## config.mk

```make
export PLATFORM = sky130hd
export DESIGN_NAME = boot_mode_strap_and_chip_id
export DESIGN_NICKNAME = d
export VERILOG_FILES = /design/src/core/boot_strap_pkg.sv /design/src/core/boot_mode_strap_and_chip_id.sv /design/src/core/pin_strap_sync.sv
export VERILOG_INCLUDE_DIRS = /design/src /design/src/core
export SDC_FILE = /design/constraint.sdc
export NUM_CORES = 1
export LEC_CHECK = 0
export BUFFER_PORTS_ARGS = -buffer_cell sky130_fd_sc_hd__buf_2
export CAP_MARGIN = 20
export CORE_ASPECT_RATIO = 0.5
export CORE_MARGIN = 8
export CORE_UTILIZATION = 43
export CTS_CLUSTER_SIZE = 25
export DETAILED_ROUTE_END_ITERATION = 8
export GPL_ROUTABILITY_DRIVEN = 0
export PLACE_DENSITY = 0.81
export REMOVE_ABC_BUFFERS = 1
export SETUP_SLACK_MARGIN = 0.15
export SLEW_MARGIN = 20
export SYNTH_ARGS = -nofsm -noshare
export SYNTH_HDL_FRONTEND = slang
export SYNTH_SLANG_ARGS = --single-unit
```

## constraint.sdc

```tcl
create_clock -name core_clk -period 1.67 [get_ports core_clk]
set_input_delay 0.167 -clock core_clk [delete_from_list [all_inputs] [get_ports core_clk]]
set_output_delay 0.167 -clock core_clk [all_outputs]
set_load 0.02 [all_outputs]
```

## src/core/boot_strap_params.svh

```systemverilog
// Constants for the boot strap and family identification block
`ifndef BOOT_STRAP_PARAMS_SVH
`define BOOT_STRAP_PARAMS_SVH

// Special-function address of the family identification register
`define FAMILY_ID_ADDR      8'hC2
// Read answer held before the first read
`define FAMILY_ID_RESET     8'h00
// Field layout of the identification register
`define FAMILY_CODE_MSB     7
`define FAMILY_CODE_LSB     4
`define FAMILY_REV_MSB      3
`define FAMILY_REV_LSB      0
// Strap level on the fetch strobe that selects download mode
`define STRAP_DOWNLOAD_LVL  1'b0
// Level on the external select pin that selects internal memory
`define EXT_SEL_INTERNAL    1'b1
// Execution start address after reset
`define EXEC_RESET_VECTOR   16'h0000
// Clock plan: crystal, multiplier, core clock
`define XTAL_FREQ_HZ        32768
`define PLL_MULT            384
`define CORE_CLK_HZ         25000000
// Lock wait after reset release, in microseconds
`define PLL_LOCK_TIME_US    1000
`define US_PER_S            1000000

`endif

```

## src/core/boot_strap_pkg.sv

```systemverilog
// Types shared by the boot strap and family identification block
package boot_strap_pkg;

  typedef enum logic {
    BOOT_NORMAL,
    BOOT_DOWNLOAD
  } boot_mode_e;

  typedef enum logic [1:0] {
    ST_HOLD,
    ST_LOCK_WAIT,
    ST_RUN
  } boot_state_e;

  typedef struct packed {
    logic [7:0] addr;
    logic       rd;
    logic       wr;
    logic [7:0] wdata;
  } sfr_req_s;

  typedef struct packed {
    boot_mode_e mode;
    logic       external_memory;
    logic       emulation;
    logic       pll_locked;
  } boot_status_s;

endpackage : boot_strap_pkg

```

## src/core/boot_mode_strap_and_chip_id.sv

```systemverilog
// Boot mode strap capture, PLL lock wait and family identification
// Operation
// - Family identification at C2H is read-only; writes change nothing.
// - Upper nibble holds the family code that software branches on.
// - Fetch strobe pin is sampled only at the reset release edge.
// - Strobe sampled low selects download mode instead of user code.
// - Strobe not low at release selects normal mode running user code.
// - Outside the reset sampling window the fetch strobe is driven.
// - Debug mode shares the download entry path exactly.
// - External select picks memory; pulled high it carries emulation access.
// - Core clock comes from a PLL locked at 384 times 32.768 kHz.
// - After reset release registers default and execution starts at vector.
`timescale 1ns/100ps
`include "boot_strap_params.svh"
module boot_mode_strap_and_chip_id #(
  parameter int unsigned LOCK_CYCLES = int'(
    (64'(`PLL_LOCK_TIME_US) * 64'(`CORE_CLK_HZ) + 64'(`US_PER_S) - 64'd1)
    / 64'(`US_PER_S)),
  // Arbitrary family code and revision, no meaning beyond this design
  parameter logic [3:0] FAMILY_CODE = 4'hA,
  parameter logic [3:0] FAMILY_REV  = 4'h1
) (
  // Clock and reset
  input  wire logic                     core_clk,
  input  wire logic                     rst,
  // Special-function register port
  input  wire boot_strap_pkg::sfr_req_s sfr_req,
  output logic [7:0]                    sfr_rdata,
  output logic                          sfr_rdata_valid,
  // Core and emulation controller side
  input  wire logic                     fetch_strobe_n,
  input  wire logic                     emulator_attached,
  input  wire logic                     emulation_tx,
  input  wire logic                     emulation_tx_oe,
  output logic                          emulation_rx,
  // Program fetch strobe pin
  input  wire logic                     program_fetch_strobe_n_in,
  output logic                          program_fetch_strobe_n_out,
  output logic                          program_fetch_strobe_n_oe,
  // External program select pin
  input  wire logic                     external_program_select_n_in,
  output logic                          external_program_select_n_out,
  output logic                          external_program_select_n_oe,
  // Boot status
  output boot_strap_pkg::boot_status_s  status,
  output logic                          exec_start,
  output logic [15:0]                   exec_vector
);
  import boot_strap_pkg::*;

  localparam int unsigned PLL_FREQ_HZ = `XTAL_FREQ_HZ * `PLL_MULT;
  localparam int unsigned CNT_W = $clog2(LOCK_CYCLES + 1);

  generate
    if (LOCK_CYCLES < 2)
    begin : g_bad_lock
      $error("LOCK_CYCLES must be at least 2");
    end
    // The core clock must not run slower than the PLL output it stands for
    if (`CORE_CLK_HZ < PLL_FREQ_HZ)
    begin : g_bad_clock
      $error("core clock below PLL output frequency");
    end
  endgenerate

  logic [1:0]       pin_level;
  logic             strobe_level;
  logic             select_level;
  logic             rst_q;
  logic             release_edge;
  boot_state_e      state;
  logic [CNT_W-1:0] lock_cnt;
  logic             lock_done;
  logic             id_hit;

  pin_strap_sync #(
    .WIDTH (2)
  ) u_sync (
    .core_clk  (core_clk),
    .pin_raw   ({external_program_select_n_in, program_fetch_strobe_n_in}),
    .pin_level (pin_level)
  );

  assign strobe_level = pin_level[0];
  assign select_level = pin_level[1];
  assign emulation_rx = select_level;

  // Only the falling edge of reset opens the sampling instant
  always_ff @(posedge core_clk)
  begin
    rst_q <= rst;
  end

  assign release_edge = rst_q && !rst;

  always_ff @(posedge core_clk)
  begin
    if (rst)
    begin
      status.mode            <= BOOT_NORMAL;
      status.external_memory <= 1'b0;
      status.emulation       <= 1'b0;
    end
    else if (release_edge)
    begin
      // Download and debug share this single entry
      status.mode <= (strobe_level == `STRAP_DOWNLOAD_LVL)
                     ? BOOT_DOWNLOAD : BOOT_NORMAL;
      status.external_memory <= (select_level != `EXT_SEL_INTERNAL);
      status.emulation       <= (select_level == `EXT_SEL_INTERNAL)
                                && emulator_attached;
    end
  end

  // Lock wait stands in for PLL settling before code runs
  assign lock_done = (lock_cnt == CNT_W'(LOCK_CYCLES - 1));

  always_ff @(posedge core_clk)
  begin
    if (rst)
    begin
      state <= ST_HOLD;
    end
    else
    begin
      unique case (state)
        ST_HOLD:
        begin
          if (release_edge)
          begin
            state <= ST_LOCK_WAIT;
          end
        end
        ST_LOCK_WAIT:
        begin
          if (lock_done)
          begin
            state <= ST_RUN;
          end
        end
        ST_RUN:
        begin
          state <= ST_RUN;
        end
        default:
        begin
          state <= ST_HOLD;
        end
      endcase
    end
  end

  always_ff @(posedge core_clk)
  begin
    if (rst || state != ST_LOCK_WAIT)
    begin
      lock_cnt <= '0;
    end
    else if (!lock_done)
    begin
      lock_cnt <= lock_cnt + CNT_W'(1);
    end
  end

  always_ff @(posedge core_clk)
  begin
    if (rst)
    begin
      status.pll_locked <= 1'b0;
      exec_start        <= 1'b0;
      exec_vector       <= `EXEC_RESET_VECTOR;
    end
    else
    begin
      status.pll_locked <= status.pll_locked
                           || (state == ST_LOCK_WAIT && lock_done);
      exec_start  <= (state == ST_LOCK_WAIT) && lock_done;
      exec_vector <= `EXEC_RESET_VECTOR;
    end
  end

  // Strobe pin stays released through reset and the first lock-wait cycle after the release edge
  always_ff @(posedge core_clk)
  begin
    if (rst)
    begin
      program_fetch_strobe_n_oe  <= 1'b0;
      program_fetch_strobe_n_out <= 1'b1;
    end
    else
    begin
      program_fetch_strobe_n_oe  <= !release_edge;
      // No external fetches while downloading, so the strobe idles high
      program_fetch_strobe_n_out <= (status.mode == BOOT_DOWNLOAD)
                                    ? 1'b1 : fetch_strobe_n;
    end
  end

  // Emulation link may drive the select pin only when it was pulled high
  always_ff @(posedge core_clk)
  begin
    if (rst)
    begin
      external_program_select_n_oe  <= 1'b0;
      external_program_select_n_out <= 1'b1;
    end
    else
    begin
      external_program_select_n_oe  <= status.emulation
                                       && emulation_tx_oe;
      external_program_select_n_out <= emulation_tx;
    end
  end

  assign id_hit = (sfr_req.addr == `FAMILY_ID_ADDR);

  // Writes are decoded nowhere, so the identification cannot change
  always_ff @(posedge core_clk)
  begin
    if (rst)
    begin
      sfr_rdata       <= `FAMILY_ID_RESET;
      sfr_rdata_valid <= 1'b0;
    end
    else
    begin
      sfr_rdata_valid <= sfr_req.rd && id_hit;
      if (sfr_req.rd && id_hit)
      begin
        sfr_rdata[`FAMILY_CODE_MSB:`FAMILY_CODE_LSB] <= FAMILY_CODE;
        sfr_rdata[`FAMILY_REV_MSB:`FAMILY_REV_LSB]   <= FAMILY_REV;
      end
    end
  end

  chk_id_readback: assert property (@(posedge core_clk) disable iff (rst)
    sfr_req.rd && id_hit |=> sfr_rdata_valid
      && sfr_rdata == {FAMILY_CODE, FAMILY_REV})
    else $error("identification read returned wrong value");

  chk_id_write_ignored: assert property (@(posedge core_clk)
    disable iff (rst)
    sfr_req.wr && !sfr_req.rd |=> $stable(sfr_rdata))
    else $error("write altered identification register");

  chk_family_nibble: assert property (@(posedge core_clk)
    disable iff (rst) sfr_rdata_valid
    |-> sfr_rdata[`FAMILY_CODE_MSB:`FAMILY_CODE_LSB] == FAMILY_CODE)
    else $error("family code nibble wrong");

  chk_strap_download: assert property (@(posedge core_clk)
    disable iff (rst)
    release_edge && strobe_level == 1'b0 |=> status.mode == BOOT_DOWNLOAD)
    else $error("low strap did not select download mode");

  chk_strap_normal: assert property (@(posedge core_clk)
    disable iff (rst)
    release_edge && strobe_level == 1'b1 |=> status.mode == BOOT_NORMAL)
    else $error("high strap did not select normal mode");

  chk_strap_held: assert property (@(posedge core_clk) disable iff (rst)
    !release_edge |=> $stable(status.mode) && $stable(status.emulation))
    else $error("strap changed after release");

  chk_strobe_driven: assert property (@(posedge core_clk)
    disable iff (rst)
    state != ST_HOLD |=> program_fetch_strobe_n_oe)
    else $error("fetch strobe not driven after sampling");

  chk_strobe_released: assert property (@(posedge core_clk)
    rst |=> !program_fetch_strobe_n_oe)
    else $error("fetch strobe driven during reset");

  chk_exec_after_lock: assert property (@(posedge core_clk)
    disable iff (rst)
    exec_start |-> status.pll_locked && state == ST_RUN
      && $past(lock_done) && exec_vector == `EXEC_RESET_VECTOR)
    else $error("execution started before lock");

  chk_run_locked: assert property (@(posedge core_clk) disable iff (rst)
    state == ST_RUN |-> status.pll_locked)
    else $error("running without PLL lock");

  chk_emu_drive: assert property (@(posedge core_clk) disable iff (rst)
    external_program_select_n_oe |-> status.emulation)
    else $error("select pin driven outside emulation");

  cov_download_boot: cover property (@(posedge core_clk)
    release_edge ##1 status.mode == BOOT_DOWNLOAD);
  cov_normal_run: cover property (@(posedge core_clk)
    status.mode == BOOT_NORMAL && exec_start);
  cov_id_read: cover property (@(posedge core_clk) sfr_rdata_valid);
  cov_emulation: cover property (@(posedge core_clk) status.emulation);

endmodule : boot_mode_strap_and_chip_id

```

## src/core/pin_strap_sync.sv

```systemverilog
// Three-stage pin synchroniser with agreement filter, one per pin
`timescale 1ns/100ps
module pin_strap_sync #(
  parameter int unsigned WIDTH = 2
) (
  // Clock
  input  wire logic             core_clk,
  // Raw pins
  input  wire logic [WIDTH-1:0] pin_raw,
  // Filtered levels
  output logic      [WIDTH-1:0] pin_level
);

  generate
    if (WIDTH < 1)
    begin : g_bad_width
      $error("pin_strap_sync needs at least one pin");
    end
  endgenerate

  genvar i;
  generate
    for (i = 0; i < WIDTH; i++)
    begin : g_pin
      logic s1;
      logic s2;
      logic s3;
      // Left free-running through reset so the strap is settled at release
      always_ff @(posedge core_clk)
      begin
        s1 <= pin_raw[i];
        s2 <= s1;
        s3 <= s2;
      end
      always_ff @(posedge core_clk)
      begin
        if (s2 == s3)
        begin
          pin_level[i] <= s3;
        end
      end
    end
  endgenerate

endmodule : pin_strap_sync

```

## Word level (Yosys, flattened, before mapping)

Cells that the tools add are included.

| storage, ports and cells | value |
|---|---|
| register bits | 37 |
| input bits | 26 |
| output and inout bits | 35 |

| cells by class | value |
|---|---|
| equality and inequality tests | 9 |
| bitwise operators | 1 |
| mux-type cells | 4 |
| reduce and logical (&&, ||, !) cells | 12 |
| add/sub/neg operators | 1 |

Operators with widths:

| kind | number |
|---|---|
| $add 15x1->15 const B | 1 |
| $eq 15x15->1 const B | 1 |
| $eq 8x8->1 const B | 1 |
| $pmux 2 s3 | 1 |
| $logic_and 1x1->1 | 5 |
| $mux 2 | 2 |
| $ne 2x2->1 const B | 2 |
| $eq 1x1->1 | 2 |
| $eq 2x1->1 const B | 1 |
| $eq 2x2->1 const B | 1 |
| $logic_not 1->1 | 2 |
| $logic_not 2->1 | 1 |
| $logic_or 1x1->1 | 2 |
| $ne 2x1->1 const B | 1 |
| $reduce_and 2->1 | 1 |
| $reduce_or 2->1 | 1 |
| $mux 1 | 1 |
| $not 1->1 | 1 |

## Logic depth before layout (Yosys ltp)

| depth | value |
|---|---|
| word-level depth | 4 |
| mapped depth | 6 |
| gate-level depth less buffers | 5 |

## Hierarchy

A second synthesis with hierarchy kept.

| unflattened totals | value |
|---|---|
| cell total of the unflattened synthesis | 168 |
| area total of the unflattened synthesis | 1,624.1 µm² |

By module, submodules not included:

| module | seq. area each (µm²) | cells each | area an instance (µm²) | times used |
|---|---|---|---|---|
| boot_mode_strap_and_chip_id | 580.6 | 158 | 1,426.4 | 1 |
| pin_strap_sync | 180.2 | 10 | 197.7 | 1 |

## Worst setup path before layout

Ideal clock, no wire load.

| timing path | value |
|---|---|
| kind | register -> register |
| start | register lock_cnt[0] |
| end | register state[0] |
| arrival | 1.469 ns |
| path buffers | 1 |
| stages on the path, launching flop included | 7 |
| slack | 0.113 ns |
| data required time | 1.582 ns |
| period minus slack after synthesis | 1.557 ns |
| library setup time | 0.088 ns |
| path through | dfxtp_1 > ha_1 > nand4bb_1 > nand4bb_1 > buf_2 > and3_1 > nor4_2 |

| on the way | value |
|---|---|
| cells in the longest elaborated chain, start to end | 3 |

Ends and longest elaborated chain:

| item | RTL line | text |
|---|---|---|
| from (decl) | boot_mode_strap_and_chip_id.sv:72 | `logic [CNT_W-1:0] lock_cnt;` |
| from (signal assigned) | boot_mode_strap_and_chip_id.sv:161 | `lock_cnt <= lock_cnt + CNT_W'(1);` |
| $eq 15x15->1 | boot_mode_strap_and_chip_id.sv:116 | `assign lock_done = (lock_cnt == CNT_W'(LOCK_CYCLES - 1));` |
| $ne 2x2->1 (no source line) | n/a |  |
| $reduce_and 2->1 (no source line) | n/a |  |
| to (signal assigned) | boot_mode_strap_and_chip_id.sv:122 | `state <= ST_HOLD;` |
| to (signal assigned) | boot_mode_strap_and_chip_id.sv:131 | `state <= ST_LOCK_WAIT;` |
| to (signal assigned) | boot_mode_strap_and_chip_id.sv:138 | `state <= ST_RUN;` |
| to (decl) | boot_mode_strap_and_chip_id.sv:71 | `boot_state_e state;` |

No other way between the ends.
A chain may end at the register's enable or synchronous reset.

## Final worst setup path

| timing path | value |
|---|---|
| start | register lock_cnt[4] |
| end | register lock_cnt[1] |

| on the way | value |
|---|---|
| cells in the longest elaborated chain, start to end | 1 |

Ends and longest elaborated chain:

| item | RTL line |
|---|---|
| $eq 15x15->1 | boot_mode_strap_and_chip_id.sv:116 |

No other way between the ends.

==> results.cfg <==
[sta]
final_period_minus_worst_setup_slack_ns = 1.50
fmaxAchievable_mhz = 667
worst_clock_skew_ns = 0.0109
fin_tns_setup_ns = 0
fin_crit_sh = 0.898
rsz0062_at_grt = true
setup_viol_count_final = 0
hold_violation_count_in_the_final_report = 0
holdWs_ns = 0.0520
drv_slew = 0

[cts]
numClockSinks = 37
tritoncts.num_buffers = 5
clk_latency_ns = 0.30
clk_path_buf_depth = 2
clockRootBuffer = sky130_fd_sc_hd__clkbuf_8
cts.htree.levels = 2
clkSlewWorstSetupHoldPaths_ns = 0.08
clock_tree_from_tritoncts = built

[setup_path]
cpLargestDelayFamily = simple AND/OR/NAND/NOR gates
timing.reg2reg.worst_path_depth = 6
crit_arrival_ns = 1.68
worst_ep_required_ns = 1.85
critPathKind = reg -> reg
cp-endpoint = lock_cnt[1]
start_of_the_worst_register_to_register_path = lock_cnt[4]
start_point_of_the_critical_path = lock_cnt[4]
critPathSlowestCell = sky130_fd_sc_hd__dfxtp_4
path_max_fanout = 5
crit_path_start_kind = register
worstPathCellList = nor4bb_4 -> buf_4 -> nand4bb_4 -> buf_6 -> mux2i_1 -> nor2_1
critical_path_cell_count = 6
reg_to_reg_end = lock_cnt[1]
kind_of_end_point_of_the_critical_path = register
worst-r2r-setup-slack_ns = 0.17
cpPeakStageDelay_ns = 0.37
critical_path.n_buffers_inverters = 2

[die]
fp.dieH_um = 59.0
boundaryPins = 61
initial_core_util = 0.455
design.die.area_um2 = 6010
num_rows = 15
core-area_um2 = 3490
die_width_um = 102

[yosys]
synth-seq-cells = 37
synth_cells = 162
synth_top_family_by_area = simple AND/OR/NAND/NOR gates
synth.yosys.seq_area_share = 0.479
synth.avg_cell_area_um2 = 9.81
synth-xor-area-share = 0.0606
area_fraction_in_compound_gates_after_synthesis = 0.0709
synthAdderAreaFrac = 0.0236
async_set_or_reset_flop_fraction_in_the_synthesized_netlist = 0
yosys.area_share.simple = 0.225
synth.most_common_cell = sky130_fd_sc_hd__dfxtp_1
synth_ff_type = sky130_fd_sc_hd__dfxtp_1
ys_warn_count = 0
multiplexer_share_of_the_synthesized_area = 0.0126
synth_largest_area_cell = sky130_fd_sc_hd__dfxtp_1
synth.distinct_cells = 43
synth_edf_count = 2
synth.top_cells.by_area = sky130_fd_sc_hd__dfxtp_1 44%, sky130_fd_sc_hd__buf_4 11%, sky130_fd_sc_hd__edfxtp_1 3.8%
syn-cell-area_um2 = 1590
synth.top_cell.area_share = 0.441
synthTopCellsByCount = 35 x sky130_fd_sc_hd__dfxtp_1, 23 x sky130_fd_sc_hd__buf_4, 16 x sky130_fd_sc_hd__nor2_1, 9 x sky130_fd_sc_hd__nand2_1, 8 x sky130_fd_sc_hd__nand3_1

[power_and_ir_drop]
worst_ir_drop_vdd_mv = 0.548
power_density_nw_per_um2 = 891
power.leakage_nw = 0.837

[cells_and_area]
antennaDiodeCount = 0
relative_area_change_from_synthesis_to_final_layout_pct = 24.4
final_net_count = 232
drive_above_1_share = 0.353

[route]
firstDrtPassIters = 4
route.detailed.wl_per_inst_um = 13.7
avgViaCountPerCell = 4.86
postRouteAntennaNets = 0
totalWireLength_um = 3480
via_count = 1240
post-route-drc-count = 0
violation_count_after_the_first_detailed_route_iteration = 92

[global_routing]
grt_pass1_wl_um = 5270
globalRouteTotalUtil = 0.113
grt-ovfl-total = 0
grt_pass1_vias = 1201
grt_max_degree = 16
antenna_found_initial = 0

[status]
run_status = completed

[place]
buffer_ports.inserted = 30
place.detailed.hpwl_um = 2170

[worst_hold_path]
timing.hold.worst.class = in -> reg
timing.hold.worst_path_depth = 2

[job]
maxCapViolations = 0
==> what timing repair did <==
action	in CTS	in global routing
resized for setup	12	16
hold buffers	2	0
pin swaps	1	4
endpoints found under the hold margin	2	0
buffers inserted	1	4
setup endpoints to repair	9	8
gates cloned	0	0
==> power breakdown <==
part           switching, mW  total (mW)  internal, mW  leakage (nW)
combinational          0.137       0.225        0.0877         0.479
clock                  0.311       0.600         0.289        0.0450
sequential            0.0207       0.936         0.916         0.313
==> flip-flops by register name (all words and copies together) (netlist names), 2 cells and up <==
register,count
status,4
lock_cnt,15
state,2
u_sync.g_pin.s2,2
u_sync.pin_level,2
u_sync.g_pin.s1,2
u_sync.g_pin.s3,2
==> logic make-up (layout without fill, tap and decap cells) <==
logic type	after synthesis	count (layout)
and+or+nand+nor	60	60
adders and majority gates	3	3
AOI/OAI and AO/OA	18	18
DFF	37	37
buffers and inverters	30	52
xor gates and xnor gates	11	11
muxes	2	2
other	1	21
==> layout by cell type, fill, tap and decap left out, types with 6 or more instances in the layout <==
master                    synthesis  routed
sky130_fd_sc_hd__dfxtp_1         35      24
sky130_fd_sc_hd__a21oi_1          6       6
sky130_fd_sc_hd__conb_1           1      21
sky130_fd_sc_hd__nand3_1          8       8
sky130_fd_sc_hd__nand2_1          9       9
sky130_fd_sc_hd__buf_4           23       8
sky130_fd_sc_hd__dfxtp_2          0       6
sky130_fd_sc_hd__buf_2            1      30
sky130_fd_sc_hd__nor2_1          16      16
==> area by class of cell <==
cell class,instances,area (um2)
fillers,279,1510
multi-input cells,115,791
flip-flops and latches,37,787
repair buffers,41,241
clock buffers,6,72.6
well taps,51,63.8
inverters,3,11.3
clock inverters,2,10.0
==> routing by layer <==
layer,global-route usage,part of all wire
met1,0.124,0.44
met2,0.185,0.47
met3,0.0398,0.073
met4,0.0723,0.016
met5,0,0
==> how the worst min path moves through the flow <==
stage	slack, ns	endpoint	from
detailed placement	0.27	u_sync.g_pin[1].s1	external_program_select_n_in
floorplan	0.19	rst_q	rst
global route	0.05	sfr_rdata_valid	sfr_req[12]
CTS	0.04	sfr_rdata_valid	sfr_req[12]
global placement	0.27	u_sync.g_pin[1].s1	external_program_select_n_in
finish	0.05	sfr_rdata_valid	sfr_req[12]
==> metrics by stage <==
step / cell area, um2 / std cells / total power, mW / utilization / worst slack (ns)
2_1_floorplan: 1480 / 155 / 1.10 / - / 0.0247
3_3_place_gp: 1720 / 240 / 1.15 / 0.492 / 0.106
3_5_place_dp: 1720 / 240 / 1.16 / 0.492 / 0.000156
4_1_cts: 1890 / 251 / 1.75 / 0.543 / 0.152
5_1_grt: 1980 / 255 / 1.84 / 0.566 / 0.0995
6_report: 1980 / 255 / 1.76 / 0.566 / 0.171
Power figures use the tool's default switching activity.
